[config.mk]
export PLATFORM = sky130hd
export DESIGN_NAME = tmr_timer16
export DESIGN_NICKNAME = d
export VERILOG_FILES = /design/src/rtl/tmr_pkg.sv /design/src/rtl/tmr_timer16.sv
export SDC_FILE = /design/constraint.sdc
export NUM_CORES = 1
export LEC_CHECK = 0
export BUFFER_PORTS_ARGS = -buffer_cell sky130_fd_sc_hd__buf_2
export CAP_MARGIN = 30
export CORE_UTILIZATION = 59
export CTS_CLUSTER_DIAMETER = 200
export CTS_CLUSTER_SIZE = 24
export DETAILED_ROUTE_END_ITERATION = 7
export GPL_TIMING_DRIVEN = 0
export MAX_ROUTING_LAYER = met4
export PLACE_DENSITY = 0.85
export SYNTH_ARGS = -nofsm -noshare
export SYNTH_HDL_FRONTEND = slang
export SYNTH_SLANG_ARGS = --single-unit
[constraint.sdc]
create_clock -name I_CLK_SYS -period 5.5 [get_ports I_CLK_SYS]
set_input_delay 0.55 -clock I_CLK_SYS [delete_from_list [all_inputs] [get_ports I_CLK_SYS]]
set_output_delay 0.55 -clock I_CLK_SYS [all_outputs]
set_load 0.02 [all_outputs]
[src/rtl/tmr_pkg.sv]
// Constants and types shared by the 16-bit capture/one-shot timer.
package tmr_pkg;
    // ==========================================================
    // Widths and counter values
    localparam int          CNT_W    = 16;
    localparam logic [15:0] CNT_ZERO = 16'h0000;
    localparam logic [15:0] CNT_MAX  = 16'hffff;
    localparam logic [15:0] CAP_RST  = 16'h0000;
    localparam int          PSC_W    = 4;
    localparam logic [1:0]  EV_START = 2'h2;
    // ==========================================================
    // Counter operating modes
    localparam logic [1:0] MODE_STOP      = 2'h0;
    localparam logic [1:0] MODE_FREE      = 2'h1;
    localparam logic [1:0] MODE_CLR_EDGE  = 2'h2;
    localparam logic [1:0] MODE_CLR_MATCH = 2'h3;
    // ==========================================================
    // Valid edge codes of a trigger pin (edge_select_hi, edge_select_lo)
    localparam logic [1:0] EDGE_FALL = 2'h0;
    localparam logic [1:0] EDGE_RISE = 2'h1;
    localparam logic [1:0] EDGE_BOTH = 2'h3;
    // ==========================================================
    // One-shot sequencer states
    typedef enum logic [2:0] {
        OS_IDLE  = 3'b001,
        OS_LEAD  = 3'b010,
        OS_PULSE = 3'b100
    } tmr_os_t;
endpackage

[src/rtl/tmr_timer16.sv]
// 16-bit timer/event counter with two capture/compare registers, one-shot and PPG output.
// Notes on behaviour
// - One-shot works in free-running or clear-on-trigger-A mode, never clear-on-match-A.
// - In clear-on-trigger-A mode a trigger A edge still clears and restarts the counter during software one-shot.
// - Overflow flag sets when the counter wraps from all ones to zero.
// - Clearing overflow before the next count tick after a wrap is ignored.
// - Capture wins over a coincident read or write; capture at stop is undefined.
// - Source select set and both edges on trigger A: no capture into register A.
// - Source select set: trigger B edge raises match interrupt A without capturing.
// - Capture happens at count clock fall; its interrupt at the following rise.
// - A register in compare mode does not capture on a trigger.
// - The counter keeps counting while inversion and interrupt are disabled.
// - Rewriting register B without the safe sequence may toggle the output each time.
// - A pin level differing from reset or stop level gives an immediate edge at start.
// - Noise filter needs the new level sampled twice; sample clock depends on use.
// - Event counter mode starts counting only after two valid edges.
// - PPG gives period register A plus one, high time register B plus one counts.
// - The software one-shot trigger clears itself and always reads back zero.
// - One-shot goes active at the smaller register match, inactive at the larger.
module tmr_timer16
    import tmr_pkg::*;
(
    // Clock and reset
    input  wire logic                   I_CLK_SYS,
    input  wire logic                   I_RST_N,
    // Mode and prescaler control
    input  wire logic [1:0]             I_MODE,
    input  wire logic [1:0]             I_PRESCALER_SEL,
    input  wire logic                   I_EVENT_COUNT,
    input  wire logic                   I_ONESHOT_EN,
    input  wire logic                   I_PPG_EN,
    // Trigger edge and capture configuration
    input  wire logic [1:0]             I_EDGE_SEL_A,
    input  wire logic [1:0]             I_EDGE_SEL_B,
    input  wire logic                   I_CAPCMP_A_IS_CAP,
    input  wire logic                   I_CAPCMP_B_IS_CAP,
    input  wire logic                   I_CAPTURE_SOURCE_SEL,
    // Output control
    input  wire logic                   I_INVERT_ON_MATCH_A_EN,
    input  wire logic                   I_INVERT_ON_MATCH_B_EN,
    input  wire logic                   I_SW_ONESHOT_TRIGGER,
    input  wire logic                   I_OVERFLOW_CLEAR,
    // Register writes
    input  wire logic                   I_CAPCMP_A_WR,
    input  wire logic                   I_CAPCMP_B_WR,
    input  wire logic [tmr_pkg::CNT_W-1:0] I_WR_DATA,
    // Pins
    input  wire logic                   I_TRIGGER_INPUT_A,
    input  wire logic                   I_TRIGGER_INPUT_B,
    // Status and registers
    output logic [tmr_pkg::CNT_W-1:0]   O_MAIN_COUNTER,
    output logic [tmr_pkg::CNT_W-1:0]   O_CAPCMP_A,
    output logic [tmr_pkg::CNT_W-1:0]   O_CAPCMP_B,
    output logic                        O_OVERFLOW_FLAG,
    output logic                        O_SW_ONESHOT_TRIGGER,
    output logic                        O_MATCH_IRQ_A,
    output logic                        O_MATCH_IRQ_B,
    output logic                        O_TIMER_OUTPUT_PIN
);
    import tmr_pkg::*;
    // ==========================================================
    // Helpers
    function automatic logic edge_hit(input logic [1:0] sel, input logic r, input logic f);
        case (sel)
            EDGE_RISE: edge_hit = r;
            EDGE_FALL: edge_hit = f;
            EDGE_BOTH: edge_hit = r | f;
            default:   edge_hit = 1'b0;
        endcase
    endfunction
    function automatic logic [PSC_W-1:0] psc_top(input logic [1:0] sel);
        psc_top = PSC_W'((5'h2 << sel) - 5'h1);
    endfunction
    // ==========================================================
    // State
    logic [PSC_W-1:0] psc_q, psc_d;
    logic [1:0]       sync1_q, sync2_q, smp_q, smp_d, lvl_q, lvl_d;
    logic [1:0]       ev_cnt_q, ev_cnt_d;
    logic [15:0]      cnt_q, cnt_d, cap_a_q, cap_a_d, cap_b_q, cap_b_d;
    logic             ovf_q, ovf_d, ovf_hold_q, ovf_hold_d;
    logic             ost_pend_q, ost_pend_d;
    logic             capa_pend_q, capa_pend_d, capb_pend_q, capb_pend_d;
    logic             irqa_pend_q, irqa_pend_d, irqb_pend_q, irqb_pend_d;
    logic             irq_a_q, irq_a_d, irq_b_q, irq_b_d, out_q, out_d;
    tmr_os_t          os_q, os_d;
    logic [1:0]       rise_e, fall_e;
    logic             run, rise_tick, fall_tick, a_edge, a_rev, b_edge, cnt_tick, clr_start;
    logic             os_ok, match_a, match_b, lead_hit, trail_hit, ovf_evt;
    // ==========================================================
    // Count clock and pin noise filter
    assign run       = (I_MODE != MODE_STOP);
    assign rise_tick = run && (psc_q == psc_top(I_PRESCALER_SEL));
    assign fall_tick = run && (psc_q == (psc_top(I_PRESCALER_SEL) >> 1));
    always_comb begin
        psc_d  = run ? (rise_tick ? '0 : psc_q + 1'b1) : '0;
        smp_d  = smp_q;
        lvl_d  = lvl_q;
        rise_e = 2'b00;
        fall_e = 2'b00;
        for (int i = 0; i < 2; i++) begin
            // Filter is frozen while stopped, so the level held at reset or stop is compared at start.
            if (run && ((i == 0 && I_EVENT_COUNT) || rise_tick)) begin
                smp_d[i] = sync2_q[i];
                if (sync2_q[i] == smp_q[i] && sync2_q[i] != lvl_q[i]) begin
                    lvl_d[i]  = sync2_q[i];
                    rise_e[i] = sync2_q[i];
                    fall_e[i] = !sync2_q[i];
                end
            end
        end
    end
    assign a_edge = edge_hit(I_EDGE_SEL_A, rise_e[0], fall_e[0]);
    assign a_rev  = (I_EDGE_SEL_A == EDGE_BOTH) ? 1'b0 : edge_hit(I_EDGE_SEL_A, fall_e[0], rise_e[0]);
    assign b_edge = edge_hit(I_EDGE_SEL_B, rise_e[1], fall_e[1]);
    // ==========================================================
    // Counter, overflow and one-shot start
    assign os_ok     = I_ONESHOT_EN && (I_MODE == MODE_FREE || I_MODE == MODE_CLR_EDGE);
    assign cnt_tick  = I_EVENT_COUNT ? (run && a_edge && ev_cnt_q == EV_START) : rise_tick;
    assign clr_start = run && !I_EVENT_COUNT &&
                       ((I_MODE == MODE_CLR_EDGE && a_edge) || (ost_pend_q && rise_tick));
    assign ovf_evt   = cnt_tick && !clr_start && (cnt_q == CNT_MAX);
    assign match_a   = cnt_tick && !I_CAPCMP_A_IS_CAP && (cnt_q == cap_a_q);
    assign match_b   = cnt_tick && !I_CAPCMP_B_IS_CAP && (cnt_q == cap_b_q);
    assign lead_hit  = (cap_b_q < cap_a_q) ? match_b : match_a;
    assign trail_hit = (cap_b_q < cap_a_q) ? match_a : match_b;
    always_comb begin
        cnt_d = cnt_q;
        if (!run || clr_start) begin
            cnt_d = CNT_ZERO;
        end else if (cnt_tick) begin
            cnt_d = (I_MODE == MODE_CLR_MATCH && cnt_q == cap_a_q) ? CNT_ZERO : cnt_q + 1'b1;
        end
        ev_cnt_d = (run && I_EVENT_COUNT) ? ev_cnt_q : 2'h0;
        if (run && I_EVENT_COUNT && a_edge && ev_cnt_q != EV_START) begin
            ev_cnt_d = ev_cnt_q + 1'b1;
        end
        // The flag is forced until the next count tick, so an early clear is lost.
        ovf_hold_d = run && (ovf_evt || (ovf_hold_q && !cnt_tick));
        ovf_d      = ovf_evt || ovf_hold_q || (ovf_q && !I_OVERFLOW_CLEAR);
        // The trigger is held internally only until the next count tick; it always reads as zero.
        ost_pend_d = run && os_ok && (I_SW_ONESHOT_TRIGGER || (ost_pend_q && !rise_tick));
    end
    // ==========================================================
    // Capture, interrupts and registers
    always_comb begin
        capa_pend_d = run && I_CAPCMP_A_IS_CAP &&
                      ((I_CAPTURE_SOURCE_SEL ? a_rev : b_edge) || (capa_pend_q && !fall_tick));
        capb_pend_d = run && I_CAPCMP_B_IS_CAP && (a_edge || (capb_pend_q && !fall_tick));
        irqa_pend_d = run && ((fall_tick && capa_pend_q) || (I_CAPTURE_SOURCE_SEL && b_edge) ||
                              (irqa_pend_q && !rise_tick));
        irqb_pend_d = run && ((fall_tick && capb_pend_q) || (irqb_pend_q && !rise_tick));
        irq_a_d     = match_a || (irqa_pend_q && rise_tick);
        irq_b_d     = match_b || (irqb_pend_q && rise_tick);
        cap_a_d     = cap_a_q;
        cap_b_d     = cap_b_q;
        if (fall_tick && capa_pend_q) begin
            cap_a_d = cnt_q;
        end else if (I_CAPCMP_A_WR) begin
            cap_a_d = I_WR_DATA;
        end
        if (fall_tick && capb_pend_q) begin
            cap_b_d = cnt_q;
        end else if (I_CAPCMP_B_WR) begin
            cap_b_d = I_WR_DATA;
        end
    end
    // ==========================================================
    // Timer output
    always_comb begin
        out_d = out_q;
        os_d  = os_q;
        if (!run) begin
            out_d = 1'b0;
            os_d  = OS_IDLE;
        end else if (clr_start && os_ok) begin
            out_d = 1'b0;
            os_d  = OS_LEAD;
        end else begin
            case (os_q)
                OS_IDLE: begin
                    if (I_PPG_EN) begin
                        if (match_a) begin
                            out_d = 1'b1;
                        end else if (match_b) begin
                            out_d = 1'b0;
                        end
                    end else if (!os_ok) begin
                        // With inversion B enabled, each match of register B toggles, including one made by a rewrite.
                        out_d = out_q ^ (match_a && I_INVERT_ON_MATCH_A_EN)
                                      ^ (match_b && I_INVERT_ON_MATCH_B_EN);
                    end
                end
                OS_LEAD: begin
                    if (lead_hit) begin
                        out_d = 1'b1;
                        os_d  = OS_PULSE;
                    end
                end
                OS_PULSE: begin
                    if (trail_hit) begin
                        out_d = 1'b0;
                        os_d  = OS_IDLE;
                    end
                end
                default: os_d = OS_IDLE;
            endcase
        end
    end
    always_ff @(posedge I_CLK_SYS) begin
        if (!I_RST_N) begin
            psc_q <= '0;  sync1_q <= 2'b00;  sync2_q <= 2'b00;  smp_q <= 2'b00;  lvl_q <= 2'b00;
            ev_cnt_q <= 2'h0;  cnt_q <= CNT_ZERO;  cap_a_q <= CAP_RST;  cap_b_q <= CAP_RST;
            ovf_q <= 1'b0;  ovf_hold_q <= 1'b0;  ost_pend_q <= 1'b0;  capa_pend_q <= 1'b0;
            capb_pend_q <= 1'b0;  irqa_pend_q <= 1'b0;  irqb_pend_q <= 1'b0;
            irq_a_q <= 1'b0;  irq_b_q <= 1'b0;  out_q <= 1'b0;  os_q <= OS_IDLE;
        end else begin
            psc_q <= psc_d;  sync1_q <= {I_TRIGGER_INPUT_B, I_TRIGGER_INPUT_A};  sync2_q <= sync1_q;
            smp_q <= smp_d;  lvl_q <= lvl_d;  ev_cnt_q <= ev_cnt_d;  cnt_q <= cnt_d;
            cap_a_q <= cap_a_d;  cap_b_q <= cap_b_d;  ovf_q <= ovf_d;  ovf_hold_q <= ovf_hold_d;
            ost_pend_q <= ost_pend_d;  capa_pend_q <= capa_pend_d;  capb_pend_q <= capb_pend_d;
            irqa_pend_q <= irqa_pend_d;  irqb_pend_q <= irqb_pend_d;
            irq_a_q <= irq_a_d;  irq_b_q <= irq_b_d;  out_q <= out_d;  os_q <= os_d;
        end
    end
    assign O_MAIN_COUNTER       = cnt_q;
    assign O_CAPCMP_A           = cap_a_q;
    assign O_CAPCMP_B           = cap_b_q;
    assign O_OVERFLOW_FLAG      = ovf_q;
    assign O_SW_ONESHOT_TRIGGER = 1'b0;
    assign O_MATCH_IRQ_A        = irq_a_q;
    assign O_MATCH_IRQ_B        = irq_b_q;
    assign O_TIMER_OUTPUT_PIN   = out_q;
endmodule

After elaboration in Yosys (flattened, before gate mapping)
Cells that the tools add are included.
Word-level totals
  flip-flop bits (word level): 75
  bits in latches: 0
  bits in writable memories: 0
  memory bits (read-only): 0
  bits of input ports: 40
  output and inout bits: 53
  word-level logic and storage cells: 187
  memories kept: 0
Cells by class
  add/subtract/negate cells: 4
  multipliers: 0
  div/mod/pow operators: 0
  order comparisons: 1
  equal/unequal tests: 29
  shift operators: 1
  mux-type cells: 34
  bitwise operators: 7
  reductions and logical operators: 88
Operators by type and width (count)
  16-bit 2-to-1 mux: 5
  1-bit logical AND: 47
  16-bit equality test: 2
  1-bit 2-to-1 mux: 19
  16-bit by 1-bit adder with 16-bit output, second input constant: 1
  16-bit equality test, second input constant: 1
  16-bit < comparator: 1
  1-bit logical OR: 15
  1-bit logical NOT: 11
  2-bit equality test, second input constant: 5
  3-bit != test, second input constant: 3
  1-bit case mux with 3 select lines: 3
  3-bit case mux with 3 select lines: 1
  2-bit != test, second input constant: 4
  2-bit by 1-bit equality test with 1-bit output, second input constant: 3
  2-bit 2-to-1 mux: 3
  3-bit 2-to-1 mux: 2
  2-bit AND reduction: 3
  3-bit AND reduction: 2
  2-bit nonzero test: 3
  3-bit OR reduction: 2
  5-bit AND reduction: 1
  4-bit by 1-bit adder with 4-bit output, second input constant: 1
  4-bit by 3-bit equality test with 1-bit output: 1
  other kinds (18): 25

Logic depth before layout (Yosys ltp)
Gate-level depths: netlist of run 1.
  word-level depth: 20
  gate-level depth with buffers: 10
  depth with buffers taken out: 10

Least setup slack after synthesis of run 1
Ideal clock, no wire load.
  kind: input-to-reg
  start: input I_MODE[0]
  end: register os_q[2]
  setup time: 0.103 ns
  data arrival time: 2.436 ns
  slack: 2.961 ns
  stages: 10
  buffers on the path: 2
  cell sequence: inv_1 -> ha_1 -> clkbuf_1 -> or3_1 -> clkbuf_1 -> a211oi_4 -> mux2i_1 -> nor2_1 -> nand2_1 -> a2111oi_2
Between the ends
  word-level cells in the longest chain between the ends: 15
  elaborated cells between the ends (all ways): 32
  classes of those cells: eq/ne: 4; mux: 6; bitwise: 2; reduce/logical: 20
RTL lines
  from (decl): RTL line tmr_timer16.sv:27  | input wire logic [1:0] I_MODE,
  2-bit nonzero test: RTL line tmr_timer16.sv:91  | assign run = (I_MODE != MODE_STOP);
  1-bit logical AND: RTL line tmr_timer16.sv:92  | assign rise_tick = run && (psc_q == psc_top(I_PRESCALER_SEL));
  1-bit logical OR: RTL line tmr_timer16.sv:102  | if (run && ((i == 0 && I_EVENT_COUNT) || rise_tick)) begin
  1-bit logical AND: RTL line tmr_timer16.sv:102
  1-bit 2-to-1 mux: RTL line tmr_timer16.sv:102
  1-bit OR: RTL line tmr_timer16.sv:67  | EDGE_BOTH: edge_hit = r | f;
  1-bit case mux with 3 select lines: RTL line tmr_timer16.sv:64  | case (sel)
  1-bit logical AND (2 in series): RTL line tmr_timer16.sv:118  | assign cnt_tick = I_EVENT_COUNT ? (run && a_edge && ev_cnt_q == EV_START) : rise_tick;
  1-bit 2-to-1 mux: RTL line tmr_timer16.sv:118
  1-bit logical AND, on equally long branches (2 in series): RTL line tmr_timer16.sv:123, tmr_timer16.sv:122
  1-bit 2-to-1 mux, on equally long branches: RTL line tmr_timer16.sv:125, tmr_timer16.sv:124
  2-bit != test (no source line)
  3-bit AND reduction (no source line)
  to (signal assigned): RTL line tmr_timer16.sv:222  | irq_a_q <= irq_a_d; irq_b_q <= irq_b_d; out_q <= out_d; os_q <= os_d;
  to (decl): RTL line tmr_timer16.sv:85  | tmr_os_t os_q, os_d;
Parallel ways exist; a longest one is shown, timed or not.
A chain may end at the register's enable or synchronous reset.

Worst setup path in the final report of run 1
  start: register cnt_q[8], in the netlist O_MAIN_COUNTER[8]
  end: register os_q[2]
Between the ends
  word-level cells in the longest chain between the ends: 5
  elaborated cells between the ends (all ways): 9
  classes of those cells: eq/ne: 4; mux: 2; reduce/logical: 3
RTL lines
  from (decl): RTL line tmr_timer16.sv:79  | logic [15:0] cnt_q, cnt_d, cap_a_q, cap_a_d, cap_b_q, cap_b_d;
  from (signal assigned): RTL line tmr_timer16.sv:218  | smp_q <= smp_d; lvl_q <= lvl_d; ev_cnt_q <= ev_cnt_d; cnt_q <= cnt_d;
  16-bit equality test, on equally long branches: RTL line tmr_timer16.sv:123, tmr_timer16.sv:122
  1-bit logical AND, on equally long branches: RTL line tmr_timer16.sv:123, tmr_timer16.sv:122
  1-bit 2-to-1 mux, on equally long branches: RTL line tmr_timer16.sv:125, tmr_timer16.sv:124
  2-bit != test (no source line)
  3-bit AND reduction (no source line) (*)
Mark *: on every way between the ends. The rest lies on a longest branch, timed or not.

==> results of run 1 <==
kinds of logic (layout without fill, tap and decap cells):
logic type | after synthesis | after routing | synth area share [%]
AND/OR/NAND/NOR | 169 | 169 | 18.8
AO/OA/AOI/OAI | 114 | 114 | 20.5
flip-flops | 75 | 75 | 33.9
buffers and inverters | 65 | 170 | 5.79
XOR/XNOR | 52 | 52 | 10.3
adder cells (fa/ha/maj) | 21 | 21 | 5.93
multiplexers | 21 | 21 | 4.75
other | 1 | 1 | 0.0847
flip-flops by register name (all words and copies together) (netlist names), 2 cells and up:
name            flops
O_CAPCMP_B         16
smp_q               2
O_MAIN_COUNTER     16
sync1_q             2
O_CAPCMP_A         16
os_q                3
psc_q               4
ev_cnt_q            2
lvl_q               2
sync2_q             2
cells in the mapped netlist, types with 11 or more instances:
master     n  share of area [%]
a21oi_1   18                2.0
clkbuf_1  36                3.1
dfxtp_1   75                 34
ha_1      21                5.9
inv_1     26                2.2
mux2i_1   21                4.7
nand2_1   61                5.2
nand3_1   11                1.2
nor2_1    31                2.6
o211a_1   33                7.5
o211ai_1  17                2.9
o21ai_0   12                1.4
xnor2_1   11                2.2
xor2_1    41                8.1
through the flow:
stage	instance area, um^2	std cells	hold slack, ns
6_report	5240	722	0.407
5_1_grt	5240	722	0.405
4_1_cts	5240	722	0.404
3_5_place_dp	5000	706	0.432
3_3_place_gp	5000	706	0.425
2_1_floorplan	4430	518	0.412
metal layers:
layer	share of wire, %	GRT usage [%]
met2	47	52.9
met1	43	42.1
met5	0	-
met3	7.8	7.46
met4	2.1	11.4
cell type report:
class	instances	share of cell area, %
tap	99	2.36
multi-input combinational	378	51.0
clock inverter	4	1.86
buffer	39	3.03
inverter	26	1.86
clock buffer	12	2.77
timing repair buffer	89	8.50
sequential	75	28.6
worst register-to-register path, cell delays in order (launching register included):
cell	delay (ns)
dfxtp_1	0.36
clkbuf_1	0.36
xor2_1	0.20
nor4_1	0.54
nand4_1	0.29
a211oi_2	0.54
mux2i_1	0.20
nor2_1	0.12
nand2_1	0.07
a2111oi_2	0.37
power breakdown:
group	internal (mW)	switching, mW
combinational	0.0853	0.116
clock	0.315	0.210
sequential	0.561	0.0219
worst max path at each step:
stage,startpoint,endpoint,slack [ns],cells after the start
4_1_cts,O_MAIN_COUNTER[8],os_q[2],2.45,9
6_report,O_MAIN_COUNTER[8],os_q[2],2.33,9
3_3_place_gp,O_MAIN_COUNTER[8],os_q[2],2.58,9
2_1_floorplan,I_MODE[0],os_q[2],2.96,10
5_1_grt,O_MAIN_COUNTER[8],O_TIMER_OUTPUT_PIN,2.26,9
3_5_place_dp,O_MAIN_COUNTER[8],os_q[2],2.49,9
==> impl_metrics.env, run 1 <==
export IMPL_status="completed"
export IMPL_postRouteAntennaNets=0
export IMPL_slew_viol_final=0
export IMPL_min_path_cells=2
export IMPL_ios=93
export IMPL_post_route_min_period_ns=3.17
export IMPL_leakage_nw=2.67
export IMPL_final_nets=679
export IMPL_final_core_util_pct=72.3
export IMPL_die_w_um=88.6
export IMPL_finalCritPeriodShare_pct=57.6
export IMPL_multiInputGateArea_um2=2670
export IMPL_worstSetupStartpointType="flop"
export IMPL_rrSetupSlack_ns=2.33
export IMPL_grt_usage_pct=33.5
export IMPL_r2r_cells=9
export IMPL_drt_iter0_drc=247
export IMPL_htreeDepth=3
export IMPL_tightest_slew_ns=0.821
export IMPL_fmax_mhz=316
export IMPL_finalSetupViolCount=0
export IMPL_end_kind="flop"
export IMPL_critPathKind="flop to flop"
export IMPL_p_per_area_nw_per_um2=250
export IMPL_syn_area_um2=4430
export IMPL_netlist_cell_type_count=56
export IMPL_cts_hold_buf=0
export IMPL_tns_ns=0
export IMPL_layout_drive_gt1_share_pct=18.9
export IMPL_finalHoldViolCount=0
export IMPL_min_path_type="input port to flop"
export IMPL_min_delay_worst_endpoint="sync1_q[0]"
export IMPL_cp_slowest_cell="nor4_1"
export IMPL_post_place_ws_ns=2.49
export IMPL_drv_cap=0
export IMPL_cts_root_buffer="clkbuf_8"
export IMPL_crit_chain="clkbuf_1 > xor2_1 > nor4_1 > nand4_1 > a211oi_2 > mux2i_1 > nor2_1 > nand2_1 > a2111oi_2"
export IMPL_worst_r2r_startpoint="O_MAIN_COUNTER[8]"
export IMPL_drt_total_wl_mm=12.4
export IMPL_synth_edff_count=0
export IMPL_synthArstFlopShare_pct=0
export IMPL_avgSynthCellArea_um2=8.55
export IMPL_die_height_um=88.6
export IMPL_relSlewSlack_pct=45.2
export IMPL_first_pass_iters=5
export IMPL_worstPathRequired_ns=5.74
export IMPL_fp_row_count=31
export IMPL_io_buffers=89
export IMPL_cts_sinks=75
export IMPL_clk_pin_slew_ns=0.08
export IMPL_ys_dominant_reg_cell="dfxtp_1"
export IMPL_setup_ws_ns=2.33
export IMPL_mostFrequentLayoutCells="buf_2, dfxtp_1, nand2_1, xor2_1, clkbuf_1"
export IMPL_start_util_pct=61.1
export IMPL_finClkSkew_ns=0.0104
export IMPL_syn_to_final_growth_pct=18.3
export IMPL_synth_seq_cells=75
export IMPL_drt_vias_per_instance=5.94
export IMPL_crit_family="simple AND/OR/NAND/NOR gates"
export IMPL_dieArea_um2=7860
export IMPL_layout_commonest_cell="buf_2"
export IMPL_grt_max_degree=13
export IMPL_ctsResizeCount=0
export IMPL_antenna_cells=0
export IMPL_seqCellArea_um2=1500
export IMPL_netlist_instances=518
export IMPL_slowest_delay_ns=0.54
export IMPL_cts_tree="built"
export IMPL_avgRoutedWirePerCell_um=17.2
export IMPL_clkLatencyLatePin_ns=0.35
export IMPL_num_vias=4290
export IMPL_grt_pass1_wl_mm=19.1
export IMPL_synth_nets=579
export IMPL_critPathMaxFanout=7
export IMPL_tritoncts_num_buffers=9
export IMPL_dp_hpwl_mm=9.02
export IMPL_rsz0062_at_grt="no"
export IMPL_yosysSeqAreaShare_pct=33.9
export IMPL_route_detailed_drc=0
export IMPL_worst_path_buf_inv=1
export IMPL_cts_setup_buffers=0
export IMPL_antenna_found_initial=0
export IMPL_grt_overflow=0
export IMPL_min_from="I_TRIGGER_INPUT_A"
export IMPL_r2r_end="os_q[2]"
export IMPL_n_fill_cell=572
export IMPL_gp_congestion=1.02
export IMPL_ir_worst_vdd_mv=0.179
export IMPL_total_power_mw=1.31
export IMPL_critical_path_arrival_ns=3.40
export IMPL_grt_pass1_vias=3920
export IMPL_core_area_um2=7250
export IMPL_ys_warn_count=0
export IMPL_cts_path_max_buffers=2
Note: power is estimated with default switching activity, not from simulation.
==> run 2, diff against run 1 <==
ABC_AREA = 1   (was default)
CORE_UTILIZATION = 50   (was 59)
PLACE_DENSITY = 0.77   (was 0.85)
clock period = 2.9 ns   (was 5.5 ns; I/O delays follow)
==> run 2 against run 1 <==
Global-route usage shrank 3.0 points. Register-to-register slack lost 2.0 ns. Via count grew 13%. Clock skew grew 0.0013 ns. Combinational power grew 98%.
==> impl_metrics.env, run 2 <==
export IMPL_cts_root_buffer="clkbuf_8"
export IMPL_post_route_min_period_ns=2.57
export IMPL_drv_cap=0
export IMPL_p_int_mw=1.61
export IMPL_ios=93
export IMPL_layout_drive_gt1_share_pct=17.3
export IMPL_avgRoutedWirePerCell_um=15.8
export IMPL_min_path_cells=3
export IMPL_synthArstFlopShare_pct=0
export IMPL_finalSetupViolCount=0
export IMPL_tns_ns=0
export IMPL_end_kind="flop"
export IMPL_tritoncts_num_buffers=9
export IMPL_ys_dominant_reg_cell="dfxtp_1"
export IMPL_antenna_cells=0
export IMPL_postRouteAntennaNets=0
export IMPL_tightest_slew_ns=0.659
export IMPL_first_pass_iters=5
export IMPL_avgSynthCellArea_um2=6.91
export IMPL_core_area_um2=8720
export IMPL_cts_sinks=75
export IMPL_yosys_top_cells_area="dfxtp_1, nand2_1, o21ai_0"
export IMPL_io_buffers=91
export IMPL_final_design_area_no_fill_um2=5290
export IMPL_netlist_top_cells_count="nand2_1, inv_1, o21ai_0"
export IMPL_r2r_cells=15
export IMPL_syn_area_um2=4500
export IMPL_finalCritPeriodShare_pct=88.8
export IMPL_cts_tree="built"
export IMPL_multiInputGateArea_um2=2510
export IMPL_synth_seq_cells=75
export IMPL_n_fill_cell=803
export IMPL_grt_pass1_vias=4571
export IMPL_netlist_instances=652
export IMPL_relSlewSlack_pct=55.9
export IMPL_critPathKind="flop to flop"
export IMPL_layout_commonest_cell="nand2_1"
export IMPL_worstSetupStartpointType="flop"
export IMPL_antenna_found_initial=0
export IMPL_p_seq_share_pct=47.7
export IMPL_fmax_mhz=389
export IMPL_cts_setup_buffers=0
export IMPL_setup_ws_ns=0.326
export IMPL_netlist_cell_type_count=43
export IMPL_fp_row_count=34
export IMPL_slowest_delay_ns=0.34
export IMPL_clkLatencyLatePin_ns=0.36
export IMPL_finalHoldViolCount=0
export IMPL_drt_total_wl_mm=13.7
export IMPL_rsz0062_at_grt="no"
export IMPL_final_core_util_pct=60.6
export IMPL_finClkSkew_ns=0.0117
export IMPL_synth_most_common_cell="nand2_1"
export IMPL_drt_vias_per_instance=5.61
export IMPL_final_nets=815
export IMPL_cts_path_max_buffers=2
export IMPL_p_sw_uw=709
export IMPL_gp_congestion=0.914
export IMPL_netSwitchingFraction_pct=30.6
export IMPL_post_place_ws_ns=0.264
export IMPL_ctsResizeCount=0
export IMPL_status="completed"
export IMPL_dieArea_um2=9390
export IMPL_cts_hold_buf=0
export IMPL_die_height_um=96.9
export IMPL_p_per_area_nw_per_um2=438
export IMPL_dp_hpwl_mm=10.3
export IMPL_critPathMaxFanout=8
export IMPL_htreeDepth=3
export IMPL_grt_usage_pct=30.5
export IMPL_slew_viol_final=0
export IMPL_synth_edff_count=0
export IMPL_leakage_nw=2.42
export IMPL_grt_max_degree=14
export IMPL_cp_common_cell="nand2_1"
export IMPL_start_util_pct=51.6
export IMPL_drt_iter0_drc=437
export IMPL_mostFrequentLayoutCells="nand2_1, inv_1, buf_2, o21ai_0, dfxtp_1"
export IMPL_ir_worst_vdd_mv=0.235
export IMPL_grt_pass1_wl_mm=22.2
export IMPL_yosysSeqAreaShare_pct=33.3
export IMPL_pwr_share_clk_pct=35.1
export IMPL_num_vias=4866
export IMPL_route_detailed_drc=0
export IMPL_yosysTopAreaCell="dfxtp_1"
export IMPL_grt_overflow=0
export IMPL_syn_to_final_growth_pct=17.4
export IMPL_seqCellArea_um2=1500
export IMPL_clk_pin_slew_ns=0.08
export IMPL_synth_nets=713
export IMPL_cp_slowest_cell="dfxtp_1"
export IMPL_die_w_um=96.9
export IMPL_yosys_area_top_type_share_pct=33.3
export IMPL_worstPathRequired_ns=3.19
export IMPL_crit_chain="clkbuf_1 > nor2_1 > nor3_1 > nand3_1 > nor2_1 > nand2_1 > nor2_1 > nand3_1 > nor2_1 > nand2_1 > nand2_1 > nand2_1 > nand3_1 > nand2_1 > a21oi_1"
export IMPL_combPwrFrac_pct=17.2
export IMPL_critical_path_arrival_ns=2.86
export IMPL_ys_warn_count=0
export IMPL_min_path_type="input port to flop"
export IMPL_place_area_um2=5090
## run 2: cell count changes after synthesis, sizes merged, moves of 6 or more
cell	before	now
o21ai	12	82
nor2b	8	0
mux2i	21	0
inv	26	101
o211a	33	1
o211ai	18	1
nand3	11	36
a21oi	18	72
nor2	33	49
nand2	61	113
a21o	6	0
clkbuf	36	22
xor2	41	10
o22ai	1	9
## run 2: cell type report
class	count	area share, %
clock buffer	10	2.41
sequential	75	28.4
timing repair buffer	91	8.61
tap	108	2.56
buffer	25	1.96
inverter	101	7.26
multi-input combinational	451	47.6
clock inverter	6	1.25
## run 2: kinds of logic (layout without fill, tap and decap cells)
group / Yosys count / count (layout) / share of synthesized area (%)
XOR/XNOR: 26 / 26 / 5.22
AND/OR/NAND/NOR: 231 / 231 / 24.4
flip-flops: 75 / 75 / 33.3
AO/OA/AOI/OAI: 172 / 172 / 20.3
other: 1 / 1 / 0.0833
buffers and inverters: 126 / 233 / 10.8
adder cells (fa/ha/maj): 21 / 21 / 5.83
## run 2: worst max-delay path: cells and delay by family, from the launching register on
kind | cells | cell delay (ns)
compound gates | 1 | 0.11
buf+inv | 1 | 0.28
flops | 1 | 0.34
simple gates | 13 | 1.79
## run 2: routing by layer
| layer | share of wire (%) | routed length, um | track usage, % | vias to the layer above |
|---|---|---|---|---|
| met1 | 43 | 5850 | 37.9 | 2247 |
| li1 | - | - | - | 2350 |
| met4 | 2.8 | 389 | 12.9 | 0 |
| met2 | 47 | 6510 | 48.9 | 228 |
| met3 | 7.2 | 986 | 5.35 | 41 |
| met5 | 0 | 0 | - | - |
## run 2: worst paths after layout
path | from | endpoint | slack, ns
worst max-delay path | O_MAIN_COUNTER[3] | O_TIMER_OUTPUT_PIN | 0.33
worst min-delay path | I_TRIGGER_INPUT_B | sync1_q[1] | 0.12
worst max register to register | O_MAIN_COUNTER[3] | O_TIMER_OUTPUT_PIN | 0.33
worst min register to register | sync1_q[1] | sync2_q[1] | 0.43
## run 2: metrics by stage
step | instances | hold slack (ns) | power, mW
2_1_floorplan | 652 | 0.388 | 1.37
3_3_place_gp | 851 | 0.407 | 1.50
3_5_place_dp | 851 | 0.404 | 1.51
4_1_cts | 867 | 0.123 | 2.31
5_1_grt | 867 | 0.139 | 2.41
6_report | 867 | 0.123 | 2.31
## run 2: power groups by stage
stage / clock network (mW) / logic, mW / registers, mW
final: 0.812 / 0.397 / 1.10
after global routing: 0.864 / 0.439 / 1.11
after CTS: 0.813 / 0.390 / 1.10
after detailed placement: 0 / 0.387 / 1.13
after global placement: 0 / 0.375 / 1.13
after floorplan: 0 / 0.220 / 1.15
